--- config.mk ---
export PLATFORM = sky130hd
export DESIGN_NAME = lbb_bridge
export DESIGN_NICKNAME = d
export VERILOG_FILES = /design/src/pkg/lbb_pkg.sv /design/src/hdl/lbb_bridge.sv
export SDC_FILE = /design/constraint.sdc
export NUM_CORES = 1
export LEC_CHECK = 0
export BUFFER_PORTS_ARGS = -buffer_cell sky130_fd_sc_hd__buf_2
export CAP_MARGIN = 5
export CORE_ASPECT_RATIO = 0.9
export CORE_UTILIZATION = 30
export CTS_CLUSTER_SIZE = 20
export DETAILED_ROUTE_END_ITERATION = 16
export PLACE_DENSITY = 0.5
export SYNTH_ARGS = -nofsm -noshare
export SYNTH_HDL_FRONTEND = slang
export SYNTH_SLANG_ARGS = --single-unit
--- constraint.sdc ---
create_clock -name mclk_i -period 6.26 [get_ports mclk_i]
set_clock_uncertainty 0.05 [all_clocks]
set_input_delay 0.626 -clock mclk_i [delete_from_list [all_inputs] [get_ports mclk_i]]
set_output_delay 0.626 -clock mclk_i [all_outputs]
set_load 0.02 [all_outputs]
--- src/pkg/lbb_pkg.sv ---
// Constants, types and pin bundle of the local bus bridge
`default_nettype none
package lbb_pkg;
    localparam int CLK_PERIOD_NS = 25;
    // Wait-state timeout, counted from data strobe assertion
    localparam int WAIT_NS  = 500;
    localparam int WAIT_CYC = (WAIT_NS + CLK_PERIOD_NS - 1) / CLK_PERIOD_NS;

    localparam int PAGE_MSB = 14;
    localparam int PAGE_LSB = 13;
    localparam logic [1:0] PAGE_0       = 2'h0;
    localparam logic [1:0] PAGE_1       = 2'h1;
    localparam logic [1:0] PAGE_INVALID = 2'h3;

    localparam logic STYLE_SEP = 1'b0;
    localparam logic STYLE_DS  = 1'b1;

    localparam logic [3:0] BE_LO_WORD = 4'hc;
    localparam logic [3:0] BE_HI_WORD = 4'h3;
    localparam logic [1:0] ADDR_LO_WORD = 2'h0;
    localparam logic [1:0] ADDR_HI_WORD = 2'h2;

    typedef struct packed {
        logic       ok;
        logic [1:0] lane_addr;
        logic       bsel;
        logic       hi_en;
        logic [1:0] hi_src;
        logic       lo_en;
        logic [1:0] lo_src;
    } lbb_map_t;

    typedef struct packed {
        logic [12:0] addr;
        logic        addr_oe;
        logic [15:0] data;
        logic        data_oe;
        logic        hbe_n;
        logic        size;
        logic        pga_n;
        logic        pgb_n;
        logic        wnr;
        logic        wnr_oe;
        logic        ds_n;
        logic        ds_oe;
        logic        ack_n;
        logic        ack_oe;
        logic        br_n;
        logic        gack_n;
    } lbb_pins_t;

    localparam lbb_pins_t PINS_RST = '{addr: 13'h0000, addr_oe: 1'b0, data: 16'h0000,
        data_oe: 1'b0, hbe_n: 1'b1, size: 1'b1, pga_n: 1'b1, pgb_n: 1'b1, wnr: 1'b0,
        wnr_oe: 1'b0, ds_n: 1'b1, ds_oe: 1'b0, ack_n: 1'b1, ack_oe: 1'b0, br_n: 1'b1,
        gack_n: 1'b1};

    typedef enum logic [1:0] {S_IDLE, S_WAIT, S_ACK, S_HOLD} lbb_sst_t;
    typedef enum logic [2:0] {M_IDLE, M_REQ, M_ADDR, M_STRB, M_END} lbb_mst_t;
endpackage
`default_nettype wire

--- src/hdl/lbb_bridge.sv ---
// Local microprocessor bus bridge: register slave and window master
// Function
// - Separate-strobe 8-bit port: single byte to address 00-11, low lane, high enable 1.
// - Separate-strobe 16-bit port: odd bytes high lane, words at 00/10.
// - Unmapped byte-enable combinations raise an access error, no local transfer.
// - Data-strobe 8-bit port: single byte on data 15:8, size select 1.
// - Data-strobe 16-bit port: even bytes high lane, words size 0.
// - Option disables byte swapping on 16-bit transfers.
// - On data strobe, device moves data and pulls acknowledge low when done.
// - Back-to-back slave cycles accepted with slave select held low.
// - After strobe release acknowledge goes high, tri-stated on select release.
// - Window access requests the local bus; transfer waits for grant.
// - Master drives address, size, page select, direction, then data strobe.
// - Master transfer ends on acknowledge or wait-timer expiry.
// - Three 8 kByte pages map to page selects; fourth page invalid.
// - Master transfers only while the master enable bit is set.
// - Local bus clock is a feed-through of the system clock.
`timescale 1ns/100ps
`default_nettype none
module lbb_bridge (
    input  wire logic        mclk_i,
    input  wire logic        rst_n_i,
    input  wire logic        style_ds_i,
    input  wire logic        port16_i,
    input  wire logic        swap_disable_i,
    input  wire logic        master_enable_bit_i,
    input  wire logic        req_valid_i,
    input  wire logic [14:0] req_addr_i,
    input  wire logic [3:0]  req_be_n_i,
    input  wire logic        req_write_i,
    input  wire logic [31:0] req_wdata_i,
    output logic             req_busy_o,
    output logic             req_done_o,
    output logic             req_error_o,
    output logic             req_timeout_o,
    output logic [31:0]      req_rdata_o,
    output logic             reg_req_o,
    output logic             reg_write_o,
    output logic [11:0]      reg_addr_o,
    output logic [15:0]      reg_wdata_o,
    input  wire logic        reg_ack_i,
    input  wire logic [15:0] reg_rdata_i,
    output wire logic        local_bus_clock_o,
    input  wire logic [12:0] local_address_i,
    output logic [12:0]      local_address_o,
    output logic             local_address_oe_o,
    input  wire logic [15:0] local_data_i,
    output logic [15:0]      local_data_o,
    output logic             local_data_oe_o,
    output logic             high_byte_enable_n_o,
    output logic             byte_size_select_o,
    input  wire logic        slave_select_n_i,
    output logic             page_select_a_n_o,
    output logic             page_select_b_n_o,
    input  wire logic        write_not_read_i,
    output logic             write_not_read_o,
    output logic             write_not_read_oe_o,
    input  wire logic        data_strobe_n_i,
    output logic             data_strobe_n_o,
    output logic             data_strobe_oe_o,
    input  wire logic        transfer_acknowledge_n_i,
    output logic             transfer_acknowledge_n_o,
    output logic             transfer_acknowledge_oe_o,
    output logic             bus_request_n_o,
    input  wire logic        bus_grant_n_i,
    output logic             grant_acknowledge_n_o
);
    localparam int AST_WAIT = lbb_pkg::WAIT_CYC;

    lbb_pkg::lbb_sst_t  sst;
    lbb_pkg::lbb_sst_t  next_sst;
    lbb_pkg::lbb_mst_t  mst;
    lbb_pkg::lbb_mst_t  next_mst;
    lbb_pkg::lbb_pins_t pins;
    lbb_pkg::lbb_pins_t next_pins;
    lbb_pkg::lbb_map_t  map_q;
    lbb_pkg::lbb_map_t  next_map_q;
    lbb_pkg::lbb_map_t  map_now;
    logic [1:0]         page_now;
    logic               take;
    logic               slave_start;
    logic [7:0]         timer;
    logic [7:0]         next_timer;
    logic               wr_q;
    logic               next_wr_q;
    logic               next_busy;
    logic               next_done;
    logic               next_error;
    logic               next_timeout;
    logic [31:0]        next_rdata;
    logic               next_reg_req;
    logic               next_reg_write;
    logic [11:0]        next_reg_addr;
    logic [15:0]        next_reg_wdata;

    // Byte-enable to local lane mapping for the selected style and width
    function automatic lbb_pkg::lbb_map_t map_be(input logic ds, input logic p16,
                                                  input logic nosw, input logic [3:0] be);
        lbb_pkg::lbb_map_t m;
        logic [1:0]        base;
        m = '0;
        m.bsel = 1'b1;
        base = (be == lbb_pkg::BE_LO_WORD) ? lbb_pkg::ADDR_LO_WORD : lbb_pkg::ADDR_HI_WORD;
        for (int k = 0; k < 4; k++) begin
            if (be == ~(4'h1 << k)) begin
                m.ok = 1'b1;
                m.lane_addr = k[1:0];
                if (ds == lbb_pkg::STYLE_DS) begin
                    m.hi_en  = !p16 || !k[0];
                    m.lo_en  = p16 && k[0];
                end else begin
                    m.hi_en  = p16 && k[0];
                    m.lo_en  = !p16 || !k[0];
                    m.bsel   = !(p16 && k[0]);
                end
                m.hi_src = k[1:0];
                m.lo_src = k[1:0];
            end
        end
        if (p16 && (be == lbb_pkg::BE_LO_WORD || be == lbb_pkg::BE_HI_WORD)) begin
            m.ok    = 1'b1;
            m.lane_addr = base;
            m.bsel  = 1'b0;
            m.hi_en = 1'b1;
            m.lo_en = 1'b1;
            // Data-strobe style swaps lanes on words unless the option turns it off
            if (ds == lbb_pkg::STYLE_DS && !nosw) begin
                m.hi_src = base;
                m.lo_src = base + 2'h1;
            end else begin
                m.hi_src = base + 2'h1;
                m.lo_src = base;
            end
        end
        return m;
    endfunction

    assign local_bus_clock_o = mclk_i;
    assign map_now  = map_be(style_ds_i, port16_i, swap_disable_i, req_be_n_i);
    assign page_now = req_addr_i[lbb_pkg::PAGE_MSB:lbb_pkg::PAGE_LSB];
    assign take     = req_valid_i && mst == lbb_pkg::M_IDLE && sst == lbb_pkg::S_IDLE;
    // Master wins a same-cycle tie; the processor simply sees a later acknowledge
    assign slave_start = !slave_select_n_i && !data_strobe_n_i && mst == lbb_pkg::M_IDLE
                         && !take;

    always_comb begin
        next_sst       = sst;
        next_mst       = mst;
        next_pins      = pins;
        next_map_q     = map_q;
        next_timer     = timer;
        next_wr_q      = wr_q;
        next_done      = 1'b0;
        next_error     = 1'b0;
        next_timeout   = 1'b0;
        next_rdata     = req_rdata_o;
        next_reg_req   = 1'b0;
        next_reg_write = reg_write_o;
        next_reg_addr  = reg_addr_o;
        next_reg_wdata = reg_wdata_o;
        unique case (sst)
            lbb_pkg::S_IDLE, lbb_pkg::S_HOLD: begin
                if (slave_start) begin
                    next_reg_req     = 1'b1;
                    next_reg_write   = write_not_read_i;
                    next_reg_addr    = local_address_i[12:1];
                    next_reg_wdata   = local_data_i;
                    next_pins.ack_oe = 1'b1;
                    next_pins.ack_n  = 1'b1;
                    next_sst         = lbb_pkg::S_WAIT;
                end else if (sst == lbb_pkg::S_HOLD && slave_select_n_i) begin
                    next_pins.ack_oe = 1'b0;
                    next_sst         = lbb_pkg::S_IDLE;
                end
            end
            lbb_pkg::S_WAIT: begin
                if (reg_ack_i) begin
                    next_pins.data_oe = !reg_write_o;
                    next_pins.data    = reg_rdata_i;
                    next_pins.ack_n   = 1'b0;
                    next_sst          = lbb_pkg::S_ACK;
                end
            end
            lbb_pkg::S_ACK: begin
                if (data_strobe_n_i) begin
                    next_pins.data_oe = 1'b0;
                    next_pins.ack_n   = 1'b1;
                    next_sst          = lbb_pkg::S_HOLD;
                end
            end
        endcase
        unique case (mst)
            lbb_pkg::M_IDLE: begin
                if (take) begin
                    if (!master_enable_bit_i) begin
                        next_done = 1'b1;
                    end else if (!map_now.ok || page_now == lbb_pkg::PAGE_INVALID) begin
                        next_done  = 1'b1;
                        next_error = 1'b1;
                    end else begin
                        next_map_q     = map_now;
                        next_wr_q      = req_write_i;
                        next_pins.addr = {req_addr_i[12:2], map_now.lane_addr};
                        // Page 2 asserts both selects, so each select is high only on the other page
                        next_pins.pga_n = page_now == lbb_pkg::PAGE_1;
                        next_pins.pgb_n = page_now == lbb_pkg::PAGE_0;
                        next_pins.data = {req_wdata_i[8*map_now.hi_src +: 8],
                                          req_wdata_i[8*map_now.lo_src +: 8]};
                        next_pins.br_n = 1'b0;
                        next_mst       = lbb_pkg::M_REQ;
                    end
                end
            end
            lbb_pkg::M_REQ: begin
                if (!bus_grant_n_i) begin
                    next_pins.gack_n  = 1'b0;
                    next_pins.addr_oe = 1'b1;
                    next_pins.wnr     = wr_q;
                    next_pins.wnr_oe  = 1'b1;
                    next_pins.data_oe = wr_q;
                    next_pins.ds_oe   = 1'b1;
                    next_pins.ds_n    = 1'b1;
                    next_pins.hbe_n = style_ds_i ? 1'b1 : map_q.bsel;
                    next_pins.size  = style_ds_i ? map_q.bsel : 1'b1;
                    next_mst        = lbb_pkg::M_ADDR;
                end
            end
            lbb_pkg::M_ADDR: begin
                next_pins.ds_n = 1'b0;
                next_timer     = 8'(lbb_pkg::WAIT_CYC - 1);
                next_mst       = lbb_pkg::M_STRB;
            end
            lbb_pkg::M_STRB: begin
                next_timer = timer - 8'h01;
                if (!transfer_acknowledge_n_i || timer == 8'h00) begin
                    next_timeout   = transfer_acknowledge_n_i;
                    next_pins.ds_n = 1'b1;
                    if (!wr_q) begin
                        next_rdata = 32'h0000_0000;
                        if (map_q.hi_en) next_rdata[8*map_q.hi_src +: 8] = local_data_i[15:8];
                        if (map_q.lo_en) next_rdata[8*map_q.lo_src +: 8] = local_data_i[7:0];
                    end
                    next_mst = lbb_pkg::M_END;
                end
            end
            lbb_pkg::M_END: begin
                next_pins      = lbb_pkg::PINS_RST;
                next_pins.ack_n  = pins.ack_n;
                next_pins.ack_oe = pins.ack_oe;
                next_done      = 1'b1;
                next_timeout   = req_timeout_o;
                next_mst       = lbb_pkg::M_IDLE;
            end
        endcase
        next_busy = next_mst != lbb_pkg::M_IDLE || next_sst != lbb_pkg::S_IDLE;
    end

    always_ff @(posedge mclk_i or negedge rst_n_i) begin
        if (!rst_n_i) begin
            sst           <= lbb_pkg::S_IDLE;
            mst           <= lbb_pkg::M_IDLE;
            pins          <= lbb_pkg::PINS_RST;
            map_q         <= '0;
            timer         <= 8'h00;
            wr_q          <= 1'b0;
            req_busy_o    <= 1'b0;
            req_done_o    <= 1'b0;
            req_error_o   <= 1'b0;
            req_timeout_o <= 1'b0;
            req_rdata_o   <= 32'h0000_0000;
            reg_req_o     <= 1'b0;
            reg_write_o   <= 1'b0;
            reg_addr_o    <= 12'h000;
            reg_wdata_o   <= 16'h0000;
        end else begin
            sst           <= next_sst;
            mst           <= next_mst;
            pins          <= next_pins;
            map_q         <= next_map_q;
            timer         <= next_timer;
            wr_q          <= next_wr_q;
            req_busy_o    <= next_busy;
            req_done_o    <= next_done;
            req_error_o   <= next_error;
            req_timeout_o <= next_timeout;
            req_rdata_o   <= next_rdata;
            reg_req_o     <= next_reg_req;
            reg_write_o   <= next_reg_write;
            reg_addr_o    <= next_reg_addr;
            reg_wdata_o   <= next_reg_wdata;
        end
    end

    assign local_address_o           = pins.addr;
    assign local_address_oe_o        = pins.addr_oe;
    assign local_data_o              = pins.data;
    assign local_data_oe_o           = pins.data_oe;
    assign high_byte_enable_n_o      = pins.hbe_n;
    assign byte_size_select_o        = pins.size;
    assign page_select_a_n_o         = pins.pga_n;
    assign page_select_b_n_o         = pins.pgb_n;
    assign write_not_read_o          = pins.wnr;
    assign write_not_read_oe_o       = pins.wnr_oe;
    assign data_strobe_n_o           = pins.ds_n;
    assign data_strobe_oe_o          = pins.ds_oe;
    assign transfer_acknowledge_n_o  = pins.ack_n;
    assign transfer_acknowledge_oe_o = pins.ack_oe;
    assign bus_request_n_o           = pins.br_n;
    assign grant_acknowledge_n_o     = pins.gack_n;
endmodule
`default_nettype wire

==> metrics.txt <==
status completed; hold buffer count at CTS 0; syn nets 769; area added between synthesis and finish 29.15%; synth warn 0; CTS resizes 0; Die Width 158.7 um; Synth Instances 642; sequential power share 35.0%; Final WS setup 2.065 ns; DRT iter0 DRCs 281; Psw 1339 uW; Cell Area, Placed 7881 um^2; post-route cell area 8558 um^2; worst min-delay path category primary input to asynchronous set/reset pin; worst hold slack 0.05778 ns; Lkg Pwr 0.004199 uW; # setup viols final 0; CP Launch Type clock port; final setup TNS 0 ns; Final Slew Violations 0; number of global-route vias before repair 5262; fin cells 1152; Slew headroom 31.10%; die footprint 22690 um^2; Clock transition at path regs 0.06 ns; Critical Path Fanout Max 2; Crit path depth 3; internal cell power 2324 uW; Core Box Area 21630 um^2; Primary FF master, synth dfrtp_1; most frequent CP cell clkbuf_16; largest net degree at the start of global routing 72; Rows 51; most frequent cells in the layout buf_2 (215), dfrtp_1 (119), nand2_1 (103), o21ai_0 (51), mux2i_1 (43); Post-Syn Area 6626 um^2; Gate power share 34.2%; WP buf/inv 3; GRT Util Overall 17.52%; Mean Syn Cell Area 10.32 um^2; Worst-Margin Slew 1.031 ns; antenna violations before repair 2; clock share of power 30.8%; TritonCTS clock tree done; EDFF count, synth 0; maxcap violations 0; Sw Ratio 36.56%; die height 143.0 um; pwr dens 428.0 nW/um^2; Crit path required time 5.58 ns; R2R cell count 4; Setup Buffers After CTS 0; crit-path cells clkbuf_16 > clkbuf_16 > buf_2; Crit path arrival time 3.52 ns; Top Ports 220; WL final 19.26 mm; Starting Density 30.63%; ratio of cells with drive above 1 in the final layout 34.34%; Slowest Stage Delay on Critical Path 0.15 ns; Buffers on Ports 216; Max IR drop VDD 186.7 uV; Hold Vio Cnt, Final 0; via density per instance 4.854; Placer Congestion 0.7483; RSZ-0062 raised after global routing no; grt ovf 0; CP max stage cell buf_2; most common cell after layout, fill and taps aside buf_2; CP Capture Type output pin; Top delay family on crit path buffers and inverters; DRC 0; ys async rst share 100.0%; drt pass-1 iters 5; Final nets 974; CP Class clock port to output pin; post-route ant nets 0; post-synth cell types 72; detailed-route via count 5592; placed cell count 1116; Clock Latency Late Sink 0.52 ns; drt wl/cell 16.72 um; Detailed Place HPWL 13.64 mm; Seq/Total Area, Yosys 48.11%; first-pass GRT wire length 29.78 mm; worst slack, placed 2.319 ns; Yosys reg bits 127; fillcell total 2152
-- area by class of cell --
type	count	area, um^2	area share (%)
sequential	127	3188	37.25
multi-input combinational	460	3126	36.52
timing repair buffer	224	1150	13.44
clock buffer	28	541.8	6.330
tap	291	364.1	4.254
clock inverter	7	135.1	1.579
inverter	13	48.80	0.5702
antenna	2	5.005	0.05848
-- worst paths after layout --
path | startpoint | endpoint | slack (ns)
worst max-delay path | mclk_i | local_bus_clock_o | 2.06
worst min-delay path | rst_n_i | req_rdata_o[8] | 0.06
worst max register to register | mst[2] | reg_wdata_o[5] | 3.44
worst min register to register | grant_acknowledge_n_o | grant_acknowledge_n_o | 0.41
max in group asynchronous | rst_n_i | req_rdata_o[26] | 4.80
min in group mclk_i | req_addr_i[8] | local_address_o[8] | 0.24
-- cells in the mapped netlist, types with 2 or more instances --
cell type,number,area (um^2)
dfrtp_1,119,2978
nand2_1,103,386.6
o21ai_0,51,255.2
mux2i_1,43,430.4
a22oi_1,32,240.2
nor2_1,28,105.1
mux2_2,25,281.5
a21oi_1,20,100.1
clkbuf_1,19,71.32
nand3_1,19,95.09
ha_1,17,212.7
inv_1,13,48.80
mux2_1,10,112.6
nor3_1,9,45.04
dfstp_2,8,210.2
o22ai_1,8,50.05
buf_6,7,78.83
nand2b_1,7,43.79
o21a_1,7,52.55
buf_4,6,45.04
nor2b_1,6,37.54
a221oi_1,5,43.79
a2bb2oi_1,4,35.03
buf_1,4,15.01
buf_2,4,20.02
o21ai_1,4,20.02
a31oi_1,3,18.77
and2_1,3,18.77
and3_1,3,18.77
or3_1,3,18.77
a211oi_1,2,15.01
a21boi_0,2,15.01
a32o_1,2,20.02
mux4_2,2,45.04
nor3b_1,2,15.01
o211ai_1,2,15.01
o31a_1,2,17.52
o31ai_1,2,15.01
o32a_1,2,20.02
xnor2_1,2,17.52
-- per-layer routing --
| layer | track usage [%] | part of all wire (%) |
|---|---|---|
| met1 | 24.34 | 48 |
| met2 | 26.11 | 46 |
| met3 | 4.825 | 5.6 |
| met4 | 5.719 | 0.33 |
| met5 | 0 | 0 |
-- through the flow --
step / power, uW / util [%]
2_1_floorplan: 2137 / -
3_3_place_gp: 2564 / 36.43
3_5_place_dp: 2571 / 36.43
4_1_cts: 3716 / 39.54
5_1_grt: 3915 / 39.55
6_report: 3663 / 39.56
-- cells by family (layout without fill, tap and decap cells) --
logic type,after synthesis,count (layout),share of synthesized area [%]
and+or+nand+nor,200,200,14.20
xor gates and xnor gates,3,3,0.3966
buffers and inverters,55,272,4.739
DFF,127,127,48.11
other,0,2,0
muxes,81,81,13.52
AOI/OAI and AO/OA,159,159,15.82
adders and majority gates,17,17,3.210
-- flip-flops by register name, indices dropped and copies added (netlist names), 2 cells and up --
name,cells
local_data_o,16
reg_addr_o,12
local_address_o,13
map_q,6
sst,2
req_rdata_o,32
mst,3
timer,8
reg_wdata_o,16
-- worst reg2reg max path: cells and delay by family (launching register included) --
family,cells,cell delay (ns)
flops,1,0.52
simple gates,3,1.71
mux,1,0.43
-- power groups by stage --
stage | Clock, uW | Sequential (uW) | Combinational [uW]
floorplan | 18.7 | 1490 | 626
global placement | 14.9 | 1290 | 1260
detailed placement | 14.9 | 1290 | 1260
CTS | 1160 | 1280 | 1270
global route | 1210 | 1320 | 1390
finish | 1130 | 1280 | 1250
No activity file was read; power rests on OpenSTA's default activity.
